<file path="config.mk">
export PLATFORM = sky130hd
export DESIGN_NAME = switching_clock_monitor
export DESIGN_NICKNAME = d
export VERILOG_FILES = /design/src/common/clock_monitor_pkg.sv /design/src/rtl/pin_synchroniser.sv /design/src/rtl/switch_phase_counter.sv /design/src/rtl/switching_clock_monitor.sv
export SDC_FILE = /design/constraint.sdc
export NUM_CORES = 1
export LEC_CHECK = 0
export BUFFER_PORTS_ARGS = -buffer_cell sky130_fd_sc_hd__buf_4
export CAP_MARGIN = 20
export CORE_ASPECT_RATIO = 1.2
export CORE_MARGIN = 5
export CORE_UTILIZATION = 62
export CTS_CLUSTER_SIZE = 12
export DETAILED_ROUTE_END_ITERATION = 7
export PLACE_DENSITY_LB_ADDON = 0.1
export SLEW_MARGIN = 30
export SYNTH_ARGS = -nofsm -noshare
export SYNTH_HDL_FRONTEND = slang
export SYNTH_SLANG_ARGS = --single-unit
export TNS_END_PERCENT = 30
</file>
<file path="constraint.sdc">
create_clock -name clock -period 8.9 [get_ports clock]
set_input_delay 0.445 -clock clock [delete_from_list [all_inputs] [get_ports clock]]
set_output_delay 0.445 -clock clock [all_outputs]
set_load 0.005 [all_outputs]
</file>
<file path="src/common/clock_monitor_pkg.sv">
// constants and types shared by the clock lock and loss monitor
package clock_monitor_pkg;
  localparam int CLOCK_HZ = 20_000_000;
  localparam int CLOCK_PERIOD_NS = 1_000_000_000 / CLOCK_HZ;
  // loss detection latency, rounded down to whole cycles
  localparam int LOSS_TIME_NS = 10_000;
  localparam int LOSS_CYCLES = LOSS_TIME_NS / CLOCK_PERIOD_NS;
  // power-up window in which clock edges on the pin are looked for
  localparam int DETECT_TIME_NS = 10_000;
  localparam int DETECT_CYCLES = DETECT_TIME_NS / CLOCK_PERIOD_NS;
  // supported free-running range, as switching periods in cycles
  localparam int MIN_SWITCH_HZ = 200_000;
  localparam int MAX_SWITCH_HZ = 1_000_000;
  localparam int MAX_PERIOD = CLOCK_HZ / MIN_SWITCH_HZ;
  localparam int MIN_PERIOD = CLOCK_HZ / MAX_SWITCH_HZ;
  // lock window of plus or minus 20 percent, as ratios over five
  localparam int LOCK_LOW_NUM = 4;
  localparam int LOCK_HIGH_NUM = 6;
  localparam int LOCK_DEN = 5;
  // 40 percent lower frequency means a period of five thirds
  localparam int SLOW_NUM = 5;
  localparam int SLOW_DEN = 3;
  localparam logic [2:0] RESTORE_EDGES = 3'h7;
  // register offsets on the command port
  localparam logic [7:0] STATUS_OFFSET = 8'h80;
  localparam logic [7:0] MISC_OFFSET = 8'hF0;
  localparam logic [7:0] MISC_RESET = 8'h00;
  // misc configuration fields
  localparam int FAULT_DISABLE_BIT = 0;
  localparam int FORCE_FOLLOW_BIT = 1;
  localparam int FORCE_DRIVE_BIT = 2;
  // manufacturer status fields
  localparam int STATUS_LOSS_BIT = 5;
  localparam int STATUS_FOLLOW_BIT = 6;
  localparam int STATUS_RUN_BIT = 7;

  typedef enum logic [2:0] {
    DETECT = 3'h0,
    DRIVE_RUN = 3'h1,
    FOLLOW_WAIT = 3'h2,
    FOLLOW_RESTORE = 3'h3,
    FOLLOW_RUN = 3'h4,
    FOLLOW_FREE = 3'h5
  } state_type;
endpackage

</file>
<file path="src/rtl/pin_synchroniser.sv">
// two flip-flop synchroniser for pin level inputs
`timescale 1ns/1ps
module pin_synchroniser #(
  parameter int WIDTH = 1
) (
  input wire logic clock,
  input wire logic reset,
  input wire logic [WIDTH-1:0] pinIn,
  output logic [WIDTH-1:0] pinSync
);
  logic [WIDTH-1:0] firstStage;

  // first stage feeds only the second stage
  always_ff @(posedge clock or posedge reset) begin
    if (reset) begin
      firstStage <= '0;
      pinSync <= '0;
    end else begin
      firstStage <= pinIn;
      pinSync <= firstStage;
    end
  end
endmodule

</file>
<file path="src/rtl/switch_phase_counter.sv">
// switching period counter with restart and half-period marker
`timescale 1ns/1ps
module switch_phase_counter (
  input wire logic clock,
  input wire logic reset,
  input wire logic restart,
  input wire logic [7:0] limit,
  output logic phaseStart,
  output logic firstHalf
);
  logic [7:0] count;
  logic [7:0] next_count;

  // wrap at the limit, or jump to zero on a locking edge
  always_comb begin
    if (restart || count >= limit - 8'h01) begin
      next_count = 8'h00;
    end else begin
      next_count = count + 8'h01;
    end
  end

  // phase start pulse and an even high/low split of the period
  always_ff @(posedge clock or posedge reset) begin
    if (reset) begin
      count <= 8'h00;
      phaseStart <= 1'b0;
      firstHalf <= 1'b0;
    end else begin
      count <= next_count;
      phaseStart <= (next_count == 8'h00);
      firstHalf <= (next_count < {1'b0, limit[7:1]});
    end
  end
endmodule

</file>
<file path="src/rtl/switching_clock_monitor.sv">
// Contract
// - detected clock at start-up: follow rising edge
// - no clock at start-up: drive own clock out
// - driving master outputs 50% duty clock
// - loop slave always follows, falling edge
// - lock to clocks within 20% of free-run
// - free-running range 200 kHz to 1 MHz
// - auto-chosen pin mode fixed until power cycle
// - force bits override; force-follow beats force-drive
// - force bits cleared after power-up
// - lost clock stops switching, live status flag
// - clock-loss flag never raises bus alert
// - loss found in 10 us; slave runs slow
// - never-present clock keeps switching off
// - seven edges after return, then soft-start
// - fault disable: no flag, no stop, free-run
`timescale 1ns/1ps
module switching_clock_monitor (
  input wire logic clock,
  input wire logic reset,
  input wire logic clockPinIn,
  input wire logic loopSlaveStrap,
  input wire logic [6:0] periodStrap,
  input wire logic [7:0] regAddr,
  input wire logic regWrite,
  input wire logic [7:0] regWriteData,
  output logic [7:0] regReadData,
  output logic clockPinOut,
  output logic clockPinOe,
  output logic switchPulse,
  output logic softStartPulse,
  output logic followMode,
  output logic busAlert
);
  localparam int LOSS_CYC = clock_monitor_pkg::LOSS_CYCLES;
  // count held by the restore counter when the last needed edge arrives
  localparam logic [2:0] RESTORE_LAST = clock_monitor_pkg::RESTORE_EDGES -
    3'h1;

  clock_monitor_pkg::state_type state;
  logic [8:0] pinSync;
  logic pinLast;
  logic [7:0] misc;
  logic [7:0] freePeriod;
  logic slaveRole;
  logic [7:0] detectCount;
  logic [1:0] detectEdges;
  logic [7:0] gap;
  logic [2:0] restoreCount;
  logic lossFlag;
  logic phaseStart;
  logic firstHalf;
  logic rise;
  logic fall;
  logic lockEdge;
  logic validEdge;
  logic lossSeen;
  logic faultDisable;
  logic detectDone;
  logic next_follow;
  logic [10:0] gapScaled;
  logic [10:0] lowBound;
  logic [10:0] highBound;
  logic [7:0] clampedPeriod;
  logic [7:0] slowPeriod;
  logic [7:0] phaseLimit;
  logic phaseRestart;
  logic switchEnable;

  // pin clock and straps cross in through two flops
  pin_synchroniser #(.WIDTH(9)) pinSyncer (
    .clock(clock),
    .reset(reset),
    .pinIn({loopSlaveStrap, periodStrap, clockPinIn}),
    .pinSync(pinSync)
  );

  always_ff @(posedge clock or posedge reset) begin
    if (reset) begin
      pinLast <= 1'b0;
    end else begin
      pinLast <= pinSync[0];
    end
  end

  assign rise = pinSync[0] & ~pinLast;
  assign fall = ~pinSync[0] & pinLast;
  assign faultDisable = misc[clock_monitor_pkg::FAULT_DISABLE_BIT];
  assign detectDone = (state == clock_monitor_pkg::DETECT) &&
    (detectCount == 8'(clock_monitor_pkg::DETECT_CYCLES - 1));

  // slave locks on the falling edge, master on the rising one
  assign lockEdge = slaveRole ? fall : rise;

  // edge accepted only if its period lies in the lock window
  assign gapScaled = 11'(gap) * 11'(clock_monitor_pkg::LOCK_DEN);
  assign lowBound = 11'(freePeriod) * 11'(clock_monitor_pkg::LOCK_LOW_NUM);
  assign highBound = 11'(freePeriod) *
    11'(clock_monitor_pkg::LOCK_HIGH_NUM);
  assign validEdge = lockEdge && gapScaled >= lowBound &&
    gapScaled <= highBound;
  assign lossSeen = (gap >= 8'(LOSS_CYC));

  // strap clamped into the supported frequency range
  always_comb begin
    if (7'(clock_monitor_pkg::MIN_PERIOD) > pinSync[7:1]) begin
      clampedPeriod = 8'(clock_monitor_pkg::MIN_PERIOD);
    end else if (pinSync[7:1] > 7'(clock_monitor_pkg::MAX_PERIOD)) begin
      clampedPeriod = 8'(clock_monitor_pkg::MAX_PERIOD);
    end else begin
      clampedPeriod = {1'b0, pinSync[7:1]};
    end
  end

  // loop-slave strap first, then force-follow, then force-drive, then detection result
  always_comb begin
    if (slaveRole || pinSync[8]) begin
      next_follow = 1'b1;
    end else if (misc[clock_monitor_pkg::FORCE_FOLLOW_BIT]) begin
      next_follow = 1'b1;
    end else if (misc[clock_monitor_pkg::FORCE_DRIVE_BIT]) begin
      next_follow = 1'b0;
    end else begin
      next_follow = (detectEdges == 2'h2);
    end
  end

  // start-up watch of the pin; straps caught after reset release
  always_ff @(posedge clock or posedge reset) begin
    if (reset) begin
      detectCount <= 8'h00;
      detectEdges <= 2'h0;
      freePeriod <= 8'(clock_monitor_pkg::MAX_PERIOD);
      slaveRole <= 1'b0;
    end else if (state == clock_monitor_pkg::DETECT) begin
      detectCount <= detectCount + 8'h01;
      if (rise && detectEdges != 2'h2) begin
        detectEdges <= detectEdges + 2'h1;
      end
      if (detectDone) begin
        freePeriod <= clampedPeriod;
        slaveRole <= pinSync[8];
      end
    end
  end

  // cycles since the last locking edge, saturating
  always_ff @(posedge clock or posedge reset) begin
    if (reset) begin
      gap <= 8'h00;
    end else if (lockEdge) begin
      gap <= 8'h00;
    end else if (gap != 8'hFF) begin
      gap <= gap + 8'h01;
    end
  end

  // mode decided once; only a power cycle reopens detection
  always_ff @(posedge clock or posedge reset) begin
    if (reset) begin
      state <= clock_monitor_pkg::DETECT;
      followMode <= 1'b0;
      restoreCount <= 3'h0;
      softStartPulse <= 1'b0;
    end else begin
      softStartPulse <= 1'b0;
      case (state)
        clock_monitor_pkg::DETECT: begin
          if (detectDone) begin
            followMode <= next_follow;
            state <= next_follow ? clock_monitor_pkg::FOLLOW_WAIT :
              clock_monitor_pkg::DRIVE_RUN;
          end
        end
        clock_monitor_pkg::DRIVE_RUN: begin
          state <= clock_monitor_pkg::DRIVE_RUN;
        end
        clock_monitor_pkg::FOLLOW_WAIT: begin
          restoreCount <= 3'h0;
          if (faultDisable) begin
            state <= clock_monitor_pkg::FOLLOW_FREE;
          end else if (validEdge) begin
            restoreCount <= 3'h1;
            state <= clock_monitor_pkg::FOLLOW_RESTORE;
          end
        end
        clock_monitor_pkg::FOLLOW_RESTORE: begin
          if (lossSeen) begin
            state <= clock_monitor_pkg::FOLLOW_WAIT;
          end else if (validEdge) begin
            restoreCount <= restoreCount + 3'h1;
            if (restoreCount == RESTORE_LAST) begin
              state <= clock_monitor_pkg::FOLLOW_RUN;
              softStartPulse <= 1'b1;
            end
          end
        end
        clock_monitor_pkg::FOLLOW_RUN: begin
          if (lossSeen) begin
            state <= faultDisable ? clock_monitor_pkg::FOLLOW_FREE :
              clock_monitor_pkg::FOLLOW_WAIT;
          end
        end
        clock_monitor_pkg::FOLLOW_FREE: begin
          if (validEdge) begin
            state <= clock_monitor_pkg::FOLLOW_RUN;
          end else if (!faultDisable) begin
            state <= clock_monitor_pkg::FOLLOW_WAIT;
          end
        end
        default: begin
          state <= clock_monitor_pkg::DETECT;
        end
      endcase
    end
  end

  // while the clock is missing but not yet declared lost, run slow
  assign slowPeriod = 8'((11'(freePeriod) * 11'(clock_monitor_pkg::SLOW_NUM))
    / 11'(clock_monitor_pkg::SLOW_DEN));
  assign phaseLimit = (state == clock_monitor_pkg::FOLLOW_RUN &&
    gap > freePeriod) ? slowPeriod : freePeriod;
  assign phaseRestart = validEdge &&
    state == clock_monitor_pkg::FOLLOW_RUN;
  assign switchEnable = (state == clock_monitor_pkg::DRIVE_RUN) ||
    (state == clock_monitor_pkg::FOLLOW_RUN) ||
    (state == clock_monitor_pkg::FOLLOW_FREE);

  switch_phase_counter phaseCounter (
    .clock(clock),
    .reset(reset),
    .restart(phaseRestart),
    .limit(phaseLimit),
    .phaseStart(phaseStart),
    .firstHalf(firstHalf)
  );

  // switching pulses and the driven pin; follow mode never drives
  always_ff @(posedge clock or posedge reset) begin
    if (reset) begin
      switchPulse <= 1'b0;
      clockPinOut <= 1'b0;
      clockPinOe <= 1'b0;
    end else begin
      switchPulse <= phaseStart && switchEnable;
      clockPinOe <= (state == clock_monitor_pkg::DRIVE_RUN);
      clockPinOut <= (state == clock_monitor_pkg::DRIVE_RUN) &&
        firstHalf;
    end
  end

  // live flag, follows the state with no latching
  always_ff @(posedge clock or posedge reset) begin
    if (reset) begin
      lossFlag <= 1'b0;
    end else begin
      lossFlag <= (state == clock_monitor_pkg::FOLLOW_WAIT ||
        state == clock_monitor_pkg::FOLLOW_RESTORE) &&
        !faultDisable;
    end
  end

  // clock loss is reported only by status, alert stays quiet
  always_ff @(posedge clock or posedge reset) begin
    if (reset) begin
      busAlert <= 1'b0;
    end else begin
      busAlert <= 1'b0;
    end
  end

  // configuration register, cleared at power-up
  always_ff @(posedge clock or posedge reset) begin
    if (reset) begin
      misc <= clock_monitor_pkg::MISC_RESET;
    end else if (regWrite && regAddr == clock_monitor_pkg::MISC_OFFSET) begin
      misc <= {5'h00, regWriteData[2:0]};
    end
  end

  // read data registered; unmapped offsets read zero
  always_ff @(posedge clock or posedge reset) begin
    if (reset) begin
      regReadData <= 8'h00;
    end else if (regAddr == clock_monitor_pkg::MISC_OFFSET) begin
      regReadData <= misc;
    end else if (regAddr == clock_monitor_pkg::STATUS_OFFSET) begin
      regReadData <= {switchEnable, followMode, lossFlag, 5'h00};
    end else begin
      regReadData <= 8'h00;
    end
  end
endmodule

</file>
==> results of run 1 <==
-- worst max path at each step --
stage / endpoint / cells past startpoint / slack [ps] / startpoint
final: phaseCounter.firstHalf / 34 / 720 / freePeriod[3]
after global placement: phaseCounter.firstHalf / 34 / 730 / freePeriod[3]
after global routing: phaseCounter.firstHalf / 34 / 20 / freePeriod[3]
after detailed placement: phaseCounter.firstHalf / 34 / 510 / freePeriod[3]
after CTS: phaseCounter.firstHalf / 34 / 450 / freePeriod[3]
after floorplan: phaseCounter.firstHalf / 37 / 1310 / freePeriod[1]
-- layout make-up --
type / instances / area [um^2]
repair buffers: 41 / 311.5
well taps: 126 / 157.7
fillers: 759 / 3060
clock buffers: 11 / 242.7
clock inverters: 5 / 85.08
multi-input cells: 544 / 4015
flip-flops and latches: 76 / 1906
inverters: 35 / 131.4
-- sequential cells by signal (all words and copies together), names as in the netlist, 6 cells and up --
name,count
gap,8
detectCount,8
pinSyncer.firstStage,9
phaseCounter.count,8
regReadData,6
freePeriod,7
pinSyncer.pinSync,9
-- cell families after synthesis --
group | share of synthesized area (%)
other cells | 0.06040
flops | 30.69
xor+xnor | 5.361
fa+ha+maj | 16.69
simple gates | 18.68
compound gates | 22.03
buf+inv | 4.937
mux | 1.552
-- layer usage --
layer  track usage, %  vias to the layer above
met5                0                        -
met4            8.728                        0
met3            3.779                       23
met2            42.76                      131
met1            29.37                     2442
li1                 -                     2526
-- layout by cell type, fill, tap and decap left out, types with 7 or more instances in the layout --
master | synthesis | layout
dfrtp_1 | 73 | 73
a31oi_1 | 7 | 7
nor2_1 | 75 | 75
xnor2_1 | 27 | 27
o21a_1 | 13 | 13
nand2_1 | 44 | 44
o21ai_0 | 39 | 39
ha_1 | 78 | 78
nor2b_1 | 7 | 7
nand4_1 | 10 | 10
buf_4 | 5 | 40
xor2_1 | 11 | 11
clkbuf_16 | 0 | 9
inv_1 | 35 | 34
and2_1 | 10 | 10
and3_1 | 8 | 8
nand3_1 | 27 | 27
nor3_1 | 12 | 12
a21o_1 | 10 | 10
a21oi_1 | 38 | 38
-- report_power, final --
part           switching [uW]  internal (uW)  leakage (uW)
clock                     139            254      0.000156
combinational             123            116       0.00202
sequential               21.5            362      0.000959
total                     284            733       0.00314
-- repair_timing --
| action | CTS | global route |
|---|---|---|
| setup endpoints to repair | 0 | 1 |
| endpoints found under the hold margin | 0 | 0 |
| resized for setup | 0 | 3 |
| hold buffers | 0 | 0 |
| setup buffers | 0 | 1 |
-- through the flow --
step / cells / hold WS, ps / worst slack [ps] / instance area, um^2 / utilization [%]
2_1_floorplan: 680 / 331.2 / 1307 / 6216 / -
3_3_place_gp: 821 / 332.4 / 731.4 / 6499 / 65.58
3_5_place_dp: 821 / 334.7 / 508.8 / 6499 / 65.58
4_1_cts: 837 / 206.3 / 449.6 / 6827 / 68.89
5_1_grt: 838 / 197.7 / 22.51 / 6849 / 69.12
6_report: 838 / 209.7 / 718.9 / 6849 / 69.12
-- worst reg2reg max path: cells and delay by family, from the launching register on --
family	cells	cell delay (ps)
adder cells (fa/ha/maj)	7	2270
AND/OR/NAND/NOR	9	1580
flip-flops	1	450
AO/OA/AOI/OAI	18	3800
==> results by group, run 1 <==
Outcome
  – Outcome: finished clean

Critical path
  – Worst reg-to-reg path cell count: 34
  – Setup CP Type: reg -> reg
  – Critical path's slowest cell: fa_1
  – R2r setup slk: a little over 700 ps
  – Crit Path Max Fanout: 10
  – Worst path most repeated cell: ha_1
  – Slowest cell delay on critical path: ~530 ps
  – Critical path capture point type: register
  – Cell family with most CP delay: compound AO/OA/AOI/OAI gates
  – CP arrival: 8440 ps
  – Buf/Inv on CP: 0
  – Critical Path Start Type: register
  – Critical Path RT: roughly 9000 ps
  – RR Startpoint: freePeriod[3]
  – Reg-to-Reg End: phaseCounter.firstHalf

Timing
  – RSZ-0062 raised after global routing: no
  – Final setup viols: 0
  – Period minus WS final: a little over 8000 ps
  – Tcrit/Tclk final: between 90% and 100%
  – Relative slew slack: between 40% and 50%
  – Achievable Freq: 122.2 MHz
  – Setup TNS Final: 0 ps
  – Slew @ Worst Pin: roughly 830 ps
  – Final Hold Vio Count: 0
  – Final slew viol count: 0
  – Clk_skew: 6.277 ps

Power
  – Max IR drop VDD: about 160 uV
  – Power Total: roughly 1000 uW
  – Pwr/cell area: between 100 and 150 nW/um^2
  – P_leak: approximately 0.0031 uW

Logic synthesis
  – Mapped Area: ~6200 um^2
  – Synth area leaders: dfrtp_1 29%, ha_1 16%, nor2_1 4.5%, xnor2_1 3.8%, o21ai_0 3.1%
  – Synth Instances: approximately 680
  – Post-synth EDFFs: 0
  – Synth area leader: dfrtp_1
  – Ys flop type: dfrtp_1
  – FF+latch count, synth: 76
  – Sequential element share of the synthesized area: a little under a third
  – Distinct cells, synth: 90
  – Synth top area share: 29.42%
  – Warnings, synthesis: 0
  – Asr flop ratio synth: between 90% and 100%
  – Mean Syn Cell Area: approximately 9.2 um^2
  – Most frequent cells after synthesis: 78 x ha_1, 75 x nor2_1, 73 x dfrtp_1
  – Most numerous cell in the Yosys netlist: ha_1

Finish
  – Synthesis-to-layout area growth: 10.32%
  – Layout Nets: 816
  – Share of post-route cells with drive strength above 1: 14.04%
  – # diodes: 0

Placed design
  – Gpl congestion: 0.9493
  – Hpwl dp: 10.54 mm
  – Port bufs: 33

Clock tree
  – Clk sink count: 76
  – Clk slew on worst S/H paths: ~60 ps
  – Max clock buf depth: 2
  – CTS tree: yes
  – CTS Buf Count: 9
  – Htree depth: 3
  – Root buffer cell: clkbuf_16
  – Clk_lat worst skew: between 300 and 400 ps

Routing
  – Routed via count: 5122
  – First DRT Iteration DRCs: approximately 240
  – WL met3: approximately 530 um
  – Drt wl/cell: approximately 17 um
  – Top sig layer: met4
  – Routed length on met2: between 7 and 8 mm
  – Total Wirelength: 13.98 mm
  – Drt drc: 0
  – DRT antenna net count: 0
  – M1 wire length: 5.808 mm
  – Routed vias/inst: just over 6
  – Total iterations of the first detailed-routing run: 5

Global route
  – Antenna violations before repair: 0
  – Largest net degree at the start of global routing: between 70 and 80
  – Global-route wire length before repair: ~24 mm
  – GR Overflow Total: 0
  – Gr usage total: roughly 24%
  – Number of global-route vias before repair: approximately 5000

Floorplanning
  – Initial Util: between 60% and 70%
  – DIE WIDTH: 101.4 um
  – Die Y: between 100 and 150 um
  – Io pins: 42
  – Core Footprint: around 9900 um^2
  – Die ar.: 12120 um^2
  – Num rows: 40

Min path
  – Hold Path End: pinSyncer.firstStage[4]
  – Min-delay src: periodStrap[3]
  – Hold crit path type: in -> reg
  – Worst Hold Depth: 1

Flow run
  – Max cap viols: 0
(Power assumes the default switching activity.)
==> inputs of run 2 (changes only) <==
--- a/config.mk
+++ b/config.mk
@@ -9,10 +9,11 @@
 export CAP_MARGIN = 20
 export CORE_ASPECT_RATIO = 1.2
 export CORE_MARGIN = 5
-export CORE_UTILIZATION = 62
+export CORE_UTILIZATION = 56
 export CTS_CLUSTER_SIZE = 12
 export DETAILED_ROUTE_END_ITERATION = 7
 export PLACE_DENSITY_LB_ADDON = 0.1
+export SETUP_SLACK_MARGIN = 0.1
 export SLEW_MARGIN = 30
 export SYNTH_ARGS = -nofsm -noshare
 export SYNTH_HDL_FRONTEND = slang
==> constraint.sdc (replaced) <==
create_clock -name clock -period 7.3 [get_ports clock]
set_input_delay 0.365 -clock clock [delete_from_list [all_inputs] [get_ports clock]]
set_output_delay 0.365 -clock clock [all_outputs]
set_load 0.005 [all_outputs]
==> run 2 against run 1 <==
  * Utilization down 0.84 points
  * Via count up 2.4%
  * Global-route usage down 2.0 points
  * Clock skew up 3.5 ps
  * Largest cell class unchanged
  * Largest power group unchanged
  * Fmax up 17%
  * First-iteration DRC count down 10%
==> results by group, run 2 (synthesis gave the netlist of run 1 again) <==
Outcome
  – Outcome: finished clean

Min path
  – Hold Path End: pinSyncer.firstStage[0]
  – Min-delay src: clockPinIn
  – Worst Hold Depth: 1
  – Hold crit path type: in -> reg

Timing
  – Clk_skew: 9.747 ps
  – Achievable Freq: ~140 MHz
  – Tcrit/Tclk final: between 90% and 100%
  – Setup TNS Final: 0 ps
  – Final WS setup: 306.2 ps
  – Relative slew slack: a little over half
  – Final slew viol count: 0
  – RSZ-0062 raised after global routing: yes
  – Final Hold Vio Count: 0
  – Period minus WS final: 6994 ps
  – Slew @ Worst Pin: 688.7 ps
  – Final hold slack: around 130 ps
  – Final setup viols: 0

Global route
  – Number of global-route vias before repair: between 5000 and 6000
  – GR Overflow Total: 0
  – Antenna violations before repair: 0
  – M2 GR Usage: 39.50%
  – GR Util met3: 2.062%
  – Global-route wire length before repair: 24.38 mm
  – Met1 Usage GRT: approximately 28%
  – Gr usage total: around 22%
  – Most Used Layer, Global Route: met2
  – Largest net degree at the start of global routing: 77

Clock tree
  – Max clock buf depth: 2
  – CTS tree: yes
  – Htree depth: 3
  – Root buffer cell: clkbuf_16
  – CTS Buf Count: 9
  – Clk sink count: 76
  – Clk_lat worst skew: around 330 ps
  – Clk slew on worst S/H paths: 60 ps

Finish
  – FILL cells: between 900 and 1000
  – Fin area: 7463 um^2
  – Largest regs: pinSyncer.firstStage: 9 flops, pinSyncer.pinSync: 9 flops
  – Layout Nets: roughly 860
  – # diodes: 0
  – Most common cell after layout, fill and taps aside: buf_4
  – Most frequent cells in the layout: 84 x buf_4, 71 x nor2_1, 71 x dfrtp_1
  – Final Util: around 68%
  – Synthesis-to-layout area growth: 20.21%
  – Share of post-route cells with drive strength above 1: about a quarter

Routing
  – Routed vias/inst: around 5.9
  – Total Wirelength: between 10 and 15 mm
  – DRT antenna net count: 0
  – First DRT Iteration DRCs: ~210
  – Routed via count: between 5000 and 6000
  – Drt drc: 0
  – Total iterations of the first detailed-routing run: 4
  – Drt wl/cell: about 16 um

Critical path
  – Worst reg-to-reg path cell count: 34
  – Crit Path Max Fanout: 5
  – Critical path's slowest cell: dfstp_2
  – Critical Path RT: approximately 7600 ps
  – R2r setup slk: a little over 300 ps
  – RR Startpoint: freePeriod[2]
  – Reg-to-Reg End: phaseCounter.firstHalf
  – Critical Path Start Type: register
  – Critical path capture point type: register
  – CP arrival: 7260 ps
  – Slowest cell delay on critical path: ~580 ps
  – Setup CP Type: reg -> reg

Floorplanning
  – DIE WIDTH: 106.1 um
  – Num rows: 42
  – Io pins: 42
  – Die ar.: ~13000 um^2
  – Die Y: between 100 and 150 um
  – Core Footprint: ~11000 um^2
  – Initial Util: between 50% and 60%

Power
  – Max IR drop VDD: roughly 260 uV
  – Pwr/cell area: ~170 nW/um^2
  – P_leak: 0.003379 uW

Placed design
  – Pre-CTS WS: -77.08 ps
  – Placed Area: about 6900 um^2
  – Gpl congestion: 0.9040
  – Hpwl dp: approximately 11 mm
  – Port bufs: 33

Flow run
  – Max cap viols: 0
## run 2: final cells by class
type / count / area (um^2) / share of cell area (%)
inverters: 35 / 131.4 / 1.760
clock inverters: 6 / 93.84 / 1.257
repair buffers: 89 / 686.9 / 9.204
flip-flops and latches: 76 / 1908 / 25.57
well taps: 132 / 165.2 / 2.213
multi-input cells: 544 / 4239 / 56.80
clock buffers: 10 / 239.0 / 3.202
## run 2: worst max-delay path, delay by kind of cell, from the launching register on
family	cells	cell delay [ps]
compound gates	20	3770
fa+ha+maj	6	1640
simple gates	7	780
flops	1	580
buf+inv	1	130
## run 2: repair_timing
| action | in CTS | in global routing |
|---|---|---|
| gates resized for setup | 9 | 25 |
| setup endpoints to repair | 1 | 1 |
| hold buffers | 0 | 0 |
| pin swaps | 10 | 31 |
| setup buffers | 4 | 6 |
## run 2: worst max-delay path by stage
stage / from / endpoint / slack, ps / cells past startpoint
after global routing: freePeriod[2] / phaseCounter.firstHalf / -90 / 34
after detailed placement: freePeriod[2] / phaseCounter.firstHalf / -80 / 35
after global placement: freePeriod[2] / phaseCounter.firstHalf / 40 / 32
final: freePeriod[2] / phaseCounter.firstHalf / 310 / 34
after floorplan: freePeriod[2] / phaseCounter.firstHalf / 110 / 36
after CTS: freePeriod[2] / phaseCounter.firstHalf / 210 / 32
## run 2: power by group
group          switching (uW)  total (uW)  leakage (uW)  internal, uW
clock                     173         484      0.000160           311
combinational             150         292       0.00226           142
sequential               24.6         466      0.000956           442
total                     347        1240       0.00338           895
## run 2: routing by layer
layer  part of all wire [%]  routed length (um)  vias to the layer above
li1                       -                   -                     2625
met1                     44                6452                     2534
met2                     52                7579                       65
met3                    1.6                 239                       21
met4                    1.8                 262                        0
met5                      0                   0                        -
## run 2: through the flow
step | total power, uW | std cells
floorplan | 688.6 | 680
global placement | 756.0 | 866
detailed placement | 763.7 | 866
CTS | 1252 | 886
global route | 1314 | 892
finish | 1242 | 892
